[src/logic/cdd_pkg.sv]
// package: constants and carriers for the double-decrement and interrupt-disable datapath
// How it works
// - double-decrement subtracts two from destination, writes difference back, old value kept as saved original
// - negative flag follows the result's top bit after a double-decrement
// - zero flag set only when the original destination held two
// - carry cleared when original was zero or one, set otherwise
// - word form: overflow set only for originals 8001h or 8000h
// - byte form: overflow set only for originals 81h or 80h
// - double-decrement leaves oscillator-off, core-halt and irq-enable bits alone
// - interrupt disable ANDs status word with inverted 08h constant
// - interrupt disable clears irq enable, keeps oscillator-off and core-halt
// - interrupt disable keeps negative, zero, carry and overflow flags
package cdd_pkg;
    localparam int DATA_W = 16;
    localparam int BYTE_W = 8;
    localparam int ADDR_W = 2;
    localparam int CMD_W = 3;
    localparam logic [ADDR_W-1:0] ADDR_DEST = 2'h0;
    localparam logic [ADDR_W-1:0] ADDR_STATUS = 2'h1;
    localparam logic [ADDR_W-1:0] ADDR_CMD = 2'h2;
    localparam logic [ADDR_W-1:0] ADDR_ORIG = 2'h3;
    localparam int CMD_DOUBLE_DEC_BIT = 0;
    localparam int CMD_IRQ_DISABLE_BIT = 1;
    localparam int CMD_BYTE_BIT = 2;
    localparam int POS_CARRY = 0;
    localparam int POS_ZERO = 1;
    localparam int POS_NEGATIVE = 2;
    localparam int POS_IRQ_ENABLE = 3;
    localparam int POS_CORE_HALT = 4;
    localparam int POS_OSC_OFF = 5;
    localparam int POS_OVERFLOW = 8;
    localparam logic [DATA_W-1:0] DECREMENT_STEP = 16'h0002;
    localparam logic [DATA_W-1:0] BORROW_LO = 16'h0000;
    localparam logic [DATA_W-1:0] BORROW_HI = 16'h0001;
    localparam logic [DATA_W-1:0] WORD_OVF_LO = 16'h8000;
    localparam logic [DATA_W-1:0] WORD_OVF_HI = 16'h8001;
    localparam logic [DATA_W-1:0] BYTE_OVF_LO = 16'h0080;
    localparam logic [DATA_W-1:0] BYTE_OVF_HI = 16'h0081;
    localparam logic [DATA_W-1:0] IRQ_ENABLE_CONST = 16'h0008;
    localparam logic [DATA_W-1:0] DEST_RESET = 16'h0000;
    localparam logic [DATA_W-1:0] STATUS_RESET = 16'h0000;

    typedef struct packed {
        logic overflow;
        logic negative;
        logic zero;
        logic carry;
    } cdd_flags_type;

    typedef struct packed {
        logic [DATA_W-1:0] result;
        cdd_flags_type flags;
    } cdd_alu_out_type;

    typedef struct packed {
        logic [DATA_W-1:0] dest;
        logic [DATA_W-1:0] status_word;
        logic [DATA_W-1:0] orig;
        logic [CMD_W-1:0] last_cmd;
        logic [DATA_W-1:0] rdata;
    } cdd_state_type;

    localparam cdd_state_type STATE_RESET = '{
        dest: DEST_RESET,
        status_word: STATUS_RESET,
        orig: DEST_RESET,
        last_cmd: '0,
        rdata: '0
    };
endpackage

[src/logic/cdd_dec2.sv]
// leaf: subtract-two arithmetic and flag generation for word and byte operands
`timescale 1ns/1ps
module cdd_dec2
    import cdd_pkg::*;
(
    input wire logic [DATA_W-1:0] operand,
    input wire logic byte_mode,
    output cdd_alu_out_type alu_out
);
    logic [DATA_W-1:0] word_diff;
    logic [BYTE_W-1:0] byte_diff;
    logic [DATA_W-1:0] low_byte;

    // one of two adjacent values; serves zero, borrow and both overflow windows
    function automatic logic in_pair(
        input logic [DATA_W-1:0] value,
        input logic [DATA_W-1:0] low,
        input logic [DATA_W-1:0] high
    );
        return (value == low) || (value == high);
    endfunction

    always_comb begin
        word_diff = operand - DECREMENT_STEP;
        byte_diff = operand[BYTE_W-1:0] - DECREMENT_STEP[BYTE_W-1:0];
        low_byte = {{(DATA_W-BYTE_W){1'b0}}, operand[BYTE_W-1:0]};
        if (byte_mode) begin
            // high byte cleared, as a byte write to a register does
            alu_out.result = {{(DATA_W-BYTE_W){1'b0}}, byte_diff};
            alu_out.flags.negative = byte_diff[BYTE_W-1];
            alu_out.flags.zero = in_pair(low_byte, DECREMENT_STEP, DECREMENT_STEP);
            alu_out.flags.carry = !in_pair(low_byte, BORROW_LO, BORROW_HI);
            alu_out.flags.overflow = in_pair(low_byte, BYTE_OVF_LO, BYTE_OVF_HI);
        end else begin
            alu_out.result = word_diff;
            alu_out.flags.negative = word_diff[DATA_W-1];
            alu_out.flags.zero = in_pair(operand, DECREMENT_STEP, DECREMENT_STEP);
            alu_out.flags.carry = !in_pair(operand, BORROW_LO, BORROW_HI);
            alu_out.flags.overflow = in_pair(operand, WORD_OVF_LO, WORD_OVF_HI);
        end
    end
endmodule

[src/logic/cdd_core.sv]
// top: register-driven datapath for double-decrement and interrupt disable
`timescale 1ns/1ps
module cdd_core
    import cdd_pkg::*;
(
    input wire logic CLOCK,
    input wire logic RST_N,
    input wire logic [ADDR_W-1:0] ADDR,
    input wire logic [DATA_W-1:0] WDATA,
    input wire logic WR,
    input wire logic RD,
    output logic [DATA_W-1:0] RDATA,
    output logic GLOBAL_IRQ_ENABLE,
    output logic CORE_HALT,
    output logic OSCILLATOR_OFF
);
    cdd_state_type state;
    cdd_state_type next_state;
    cdd_alu_out_type alu_out;
    logic cmd_write;
    logic double_decrement_op;
    logic interrupt_disable_op;
    logic byte_mode;

    // commands come only from a write to the command word
    assign cmd_write = WR && (ADDR == ADDR_CMD);
    assign double_decrement_op = cmd_write && WDATA[CMD_DOUBLE_DEC_BIT];
    assign interrupt_disable_op = cmd_write && WDATA[CMD_IRQ_DISABLE_BIT];
    assign byte_mode = WDATA[CMD_BYTE_BIT];

    cdd_dec2 u_dec2 (
        .operand(state.dest),
        .byte_mode(byte_mode),
        .alu_out(alu_out)
    );

    // merges the four arithmetic flags, every other bit passes through
    function automatic logic [DATA_W-1:0] merge_flags(
        input logic [DATA_W-1:0] word,
        input cdd_flags_type flags
    );
        logic [DATA_W-1:0] merged;
        merged = word;
        merged[POS_CARRY] = flags.carry;
        merged[POS_ZERO] = flags.zero;
        merged[POS_NEGATIVE] = flags.negative;
        merged[POS_OVERFLOW] = flags.overflow;
        return merged;
    endfunction

    always_comb begin
        next_state = state;
        next_state.rdata = '0;
        if (RD) begin
            case (ADDR)
                ADDR_DEST: begin
                    next_state.rdata = state.dest;
                end
                ADDR_STATUS: begin
                    next_state.rdata = state.status_word;
                end
                ADDR_CMD: begin
                    next_state.rdata = {{(DATA_W-CMD_W){1'b0}}, state.last_cmd};
                end
                ADDR_ORIG: begin
                    next_state.rdata = state.orig;
                end
                default: begin
                    next_state.rdata = '0;
                end
            endcase
        end
        if (WR) begin
            case (ADDR)
                ADDR_DEST: begin
                    next_state.dest = WDATA;
                end
                ADDR_STATUS: begin
                    next_state.status_word = WDATA;
                end
                ADDR_CMD: begin
                    next_state.last_cmd = WDATA[CMD_W-1:0];
                end
                default: begin
                    next_state.orig = state.orig;
                end
            endcase
        end
        if (double_decrement_op) begin
            next_state.orig = state.dest;
            next_state.dest = alu_out.result;
            // mode bits are not in the merge, so they keep their value
            next_state.status_word = merge_flags(state.status_word, alu_out.flags);
        end
        if (interrupt_disable_op) begin
            // applied after the flag merge so a combined command keeps both effects
            next_state.status_word = next_state.status_word & ~IRQ_ENABLE_CONST;
        end
    end

    always_ff @(posedge CLOCK) begin
        if (!RST_N) begin
            state <= STATE_RESET;
        end else begin
            state <= next_state;
        end
    end

    assign RDATA = state.rdata;
    assign GLOBAL_IRQ_ENABLE = state.status_word[POS_IRQ_ENABLE];
    assign CORE_HALT = state.status_word[POS_CORE_HALT];
    assign OSCILLATOR_OFF = state.status_word[POS_OSC_OFF];
endmodule

[config.mk]
export PLATFORM = sky130hd
export DESIGN_NAME = cdd_core
export DESIGN_NICKNAME = d
export VERILOG_FILES = /design/src/logic/cdd_pkg.sv /design/src/logic/cdd_dec2.sv /design/src/logic/cdd_core.sv
export SDC_FILE = /design/constraint.sdc
export NUM_CORES = 1
export LEC_CHECK = 0
export BUFFER_PORTS_ARGS = -buffer_cell sky130_fd_sc_hd__buf_2
export CAP_MARGIN = 20
export CORE_MARGIN = 3
export CORE_UTILIZATION = 45
export CTS_CLUSTER_DIAMETER = 40
export DETAILED_ROUTE_END_ITERATION = 8
export SETUP_SLACK_MARGIN = 0.02
export SLEW_MARGIN = 40
export SYNTH_ARGS = -nofsm -noshare
export SYNTH_HDL_FRONTEND = slang
export SYNTH_HIERARCHICAL = 1
export SYNTH_SLANG_ARGS = --single-unit
export TNS_END_PERCENT = 30
[constraint.sdc]
create_clock -name CLOCK -period 2.7 [get_ports CLOCK]
set_input_delay 0.54 -clock CLOCK [delete_from_list [all_inputs] [get_ports CLOCK]]
set_output_delay 0.54 -clock CLOCK [all_outputs]
set_load 0.05 [all_outputs]
Word level (Yosys, flattened, before mapping) --
Cells that the tools add are included.
Word-level totals: bits in registers 67, output and inout port bits 19
Operators by class: equal/unequal tests 11, add/sub/neg operators 2, bitwise logic cells 2, muxes and demuxes 7, reductions and logical operators 19
Operators by type and width (number):
- case mux 16 bit (4 select lines) | 1
- 2-to-1 mux 51 bit | 1
- 2-to-1 mux 48 bit | 1
- equality test 16 bit, second input constant | 2
- 2-to-1 mux 16 bit | 2
- 2-to-1 mux 20 bit | 1
- equality test 16 x 1 -> 1 bit, second input constant | 1
- equality test 16 x 2 -> 1 bit, second input constant | 1
- equality test 8 bit, second input constant | 2
- logical NOT 16 bit | 1
- subtractor 16 x 2 -> 16 bit, second input constant | 1
- equality test 8 x 1 -> 1 bit, second input constant | 1
- equality test 8 x 2 -> 1 bit, second input constant | 1
- logical NOT 8 bit | 1
- subtractor 8 x 2 -> 8 bit, second input constant | 1
- AND reduction 2 bit | 3
- equality test 2 bit, second input constant | 2
- logical OR 1 bit | 4
- nonzero test 2 bit | 2
- logical AND 1 bit | 3
- 2-to-1 mux 3 bit | 1
- AND reduction 3 bit | 1
- equality test 2 x 1 -> 1 bit, second input constant | 1
- logical NOT 1 bit | 2
- other kinds (3) | 4

Longest topological paths before layout --
depth after elaboration 5, mapped depth 8

Hierarchy --
Netlist, hierarchy kept.
By module, submodules not included:
- cdd_core | area an instance 3095.5 µm², instances 1, cells each 328
- cdd_dec2 | area an instance 419.2 µm², instances 1, cells each 64

Worst setup path before layout --
No wires, ideal clock.
kind flip-flop to flip-flop, from reg state[52] (netlist bit), to reg state[66] (netlist bit), slack 716 ps, cell stages (with the launch flop) 9, period minus slack after synthesis 1984 ps, library setup time 119 ps, arrival 1865 ps, required time 2581 ps, path through dfxtp_1 -> inv_1 -> ha_1 -> nor4b_1 -> nand4_1 -> xor2_1 -> nor2_1 -> o22a_1 -> o221a_2
RTL lines:
- from (decl) | RTL line cdd_core.sv:17 | cdd_state_type state;
- from (signal assigned) | RTL line cdd_core.sv:105 | state <= next_state;

==> metrics.txt <==
status finished clean; Register Area 1341 um^2; Yosys cell types 55; Critical Path End Type flop; relative slew slack 0.5987; Tcrit/Tclk final 0.7867; Die Y 94.38 um; Max Slew Vio Count 0; unrepaired setup endpoints after global routing no; final non-filler cell area 3755 um^2; final hold viol count 0; measured slew at the worst slew-check pin 0.6019 ns; chip width 94.38 um; RR Startpoint state[53]$_SDFFE_PN0P_; Clock Latency Late Sink 0.34 ns; Hold Path Sink state[57]$_SDFFE_PN0P_; Post-Place Cell Area 3582 um^2; vias in the first global route 2,694; WHS Path Cells 3; WL final 8.290 mm; Synth Instances 392; WL/cell 16.32 um; worst-path maximum fanout 6; largest net degree at the start of global routing 34; R2R Setup Slk 0.58 ns; post-CTS sizing 0; Syn Nets 416; asr flop ratio synth 0; initial core utilization 0.4744; DR iter-0 viols 188; max-cap violations 0; cts hold-fix bufs 0; I/O Buffers 40; die area 8907 um^2; fill count 722; Post-CTS Setup Bufs 0; pwr/cell area 568.9 nW/um^2; Syn Area/Cell 8.966 um^2; sequential area share after synthesis 0.3816; HP Class in -> reg; share of post-route cells with drive strength above 1 0.1956; GP Congestion 0.7879; r2r worst-path depth 9; Core Region 7408 um^2; Max VDD drop 216.5 uV; Clock Tree Buf Depth 2; IO Count 41; Critical R2R Capture state[66]$_SDFFE_PN0P_; DRC viols 0; FP Rows 31; HPWL after detailed placement 5.481 mm; LEAKAGE 0.001530 uW; initial antenna violation count 0; Total Routing Usage GR 0.1999; Setup-failing EPs final 0; footprint of the multi-input gates 1818 um^2; Inserted Clock Buffers 9; Hold Crit Start WDATA[6]; CTS tree done; CTS root buffer clkbuf_8; Area growth syn-to-layout 6.835%; global route overflow 0; worst clock skew 0.005711 ns; fmax 0.4708 GHz; WS Path Type reg -> reg; Clk pin slew, worst setup/hold paths 0.07 ns; Post-Syn Area 3515 um^2; most common library cell in the layout ignoring fill and taps nand2_1; drt first pass iters 5; global-route wire length before repair 13.62 mm; Routed Antenna Nets 0; Avg Vias per Cell 5.478; # H-tree levels 3; Tmin final 2.124 ns; Sink Count 67; commonest non-fill, non-tap cells in the layout nand2_1, dfxtp_1, buf_2; Layout Nets 428; Post-synth EDFFs 0; Req. time, crit path 2.94 ns; setup tns final 0 ns; Via Count 2,783; Post-synth top flop dfxtp_1; synth warn 6; startpoint types flop; CP arrival 2.36 ns; diode count 0; Seq cells post-synth 67
through the flow:
stage,hold WS (ns),total power [uW],util,setup WS (ns),cells
global placement,0.4398,1408,0.4835,0.6469,492
detailed placement,0.4476,1413,0.4835,0.6040,492
floorplan,0.4319,1334,-,0.7160,392
global route,0.4333,2239,0.5068,0.3995,508
finish,0.4339,2136,0.5068,0.5759,508
CTS,0.4236,2154,0.5068,0.5839,508
layout make-up:
| class | instances | area share |
|---|---|---|
| multi-input cells | 271 | 0.4842 |
| flip-flops and latches | 67 | 0.3572 |
| repair buffers | 48 | 0.07264 |
| clock buffers | 14 | 0.04332 |
| well taps | 99 | 0.03299 |
| inverters | 7 | 0.006998 |
| clock inverters | 2 | 0.002666 |
cell usage after synthesis (2+ instances only):
library cell | n | area (um^2)
a21boi_0 | 10 | 75.07
a21boi_1 | 22 | 165.2
a21oi_1 | 6 | 30.03
a22oi_1 | 3 | 22.52
and3_1 | 16 | 100.1
buf_2 | 5 | 25.02
buf_4 | 25 | 187.7
buf_6 | 7 | 78.83
clkbuf_1 | 9 | 33.78
dfxtp_1 | 67 | 1341
ha_1 | 2 | 25.02
inv_1 | 7 | 26.28
mux2i_1 | 15 | 150.1
mux4_2 | 3 | 67.56
nand2_1 | 80 | 300.3
nand3_1 | 13 | 65.06
nand3b_1 | 3 | 22.52
nand4_1 | 4 | 25.02
nand4b_1 | 3 | 26.28
nor2_1 | 10 | 37.54
nor2b_1 | 4 | 25.02
nor3_1 | 3 | 15.01
nor3_2 | 2 | 20.02
o211ai_1 | 7 | 52.55
o21ai_0 | 3 | 15.01
o221a_2 | 7 | 78.83
o22a_1 | 7 | 61.31
o2bb2ai_1 | 13 | 113.9
xnor2_1 | 2 | 17.52
xor2_1 | 9 | 78.83
kinds of logic (layout without fill, tap and decap cells):
group,Yosys count,in the layout,share of synthesized area
muxes,18,18,0.06194
xor gates and xnor gates,11,11,0.02741
DFF,67,67,0.3816
AOI/OAI and AO/OA,86,86,0.1922
and+or+nand+nor,154,154,0.2286
buffers and inverters,54,71,0.1011
adders and majority gates,2,2,0.007119
worst max-delay path, stage by stage (launching register included):
cell and delay (ns):
dfxtp_1 0.37, inv_1 0.13, ha_1 0.23, nor4b_1 0.31
buf_4 0.19, nand4_1 0.10, xor2_1 0.21, nor2_1 0.06
o22a_1 0.19, o221a_2 0.24
registers in the layout, summed over array words and instances (netlist names):
| name | cells |
|---|---|
| CORE_HALT | 1 |
| GLOBAL_IRQ_ENABLE | 1 |
| OSCILLATOR_OFF | 1 |
| RDATA | 16 |
| state | 48 |
power by group:
group	total [uW]	switching (uW)	internal [uW]
Clock	744	362	382
Sequential	1060	38.3	1020
Combinational	337	197	140
Total	2140	597	1540
metal layers:
metal	global-route usage	part of all wire	vias up
li1	-	-	1396
met1	0.2661	0.47	1307
met2	0.3209	0.47	71
met3	0.05339	0.056	9
met4	0.05415	0.011	0
met5	0	0	-
worst max-delay path by stage:
stage / from / endpoint / slack, ns / cells past startpoint
3_5_place_dp: ADDR[0] / RDATA[1]$_SDFF_PN0_ / 0.60 / 4
5_1_grt: state[53]$_SDFFE_PN0P_ / state[66]$_SDFFE_PN0P_ / 0.40 / 9
4_1_cts: state[53]$_SDFFE_PN0P_ / state[66]$_SDFFE_PN0P_ / 0.58 / 9
2_1_floorplan: state[52]$_SDFFE_PN0P_ / state[66]$_SDFFE_PN0P_ / 0.72 / 8
3_3_place_gp: ADDR[0] / RDATA[0]$_SDFF_PN0_ / 0.65 / 4
6_report: state[53]$_SDFFE_PN0P_ / state[66]$_SDFFE_PN0P_ / 0.58 / 9
Note: power is estimated with default switching activity, not from simulation.
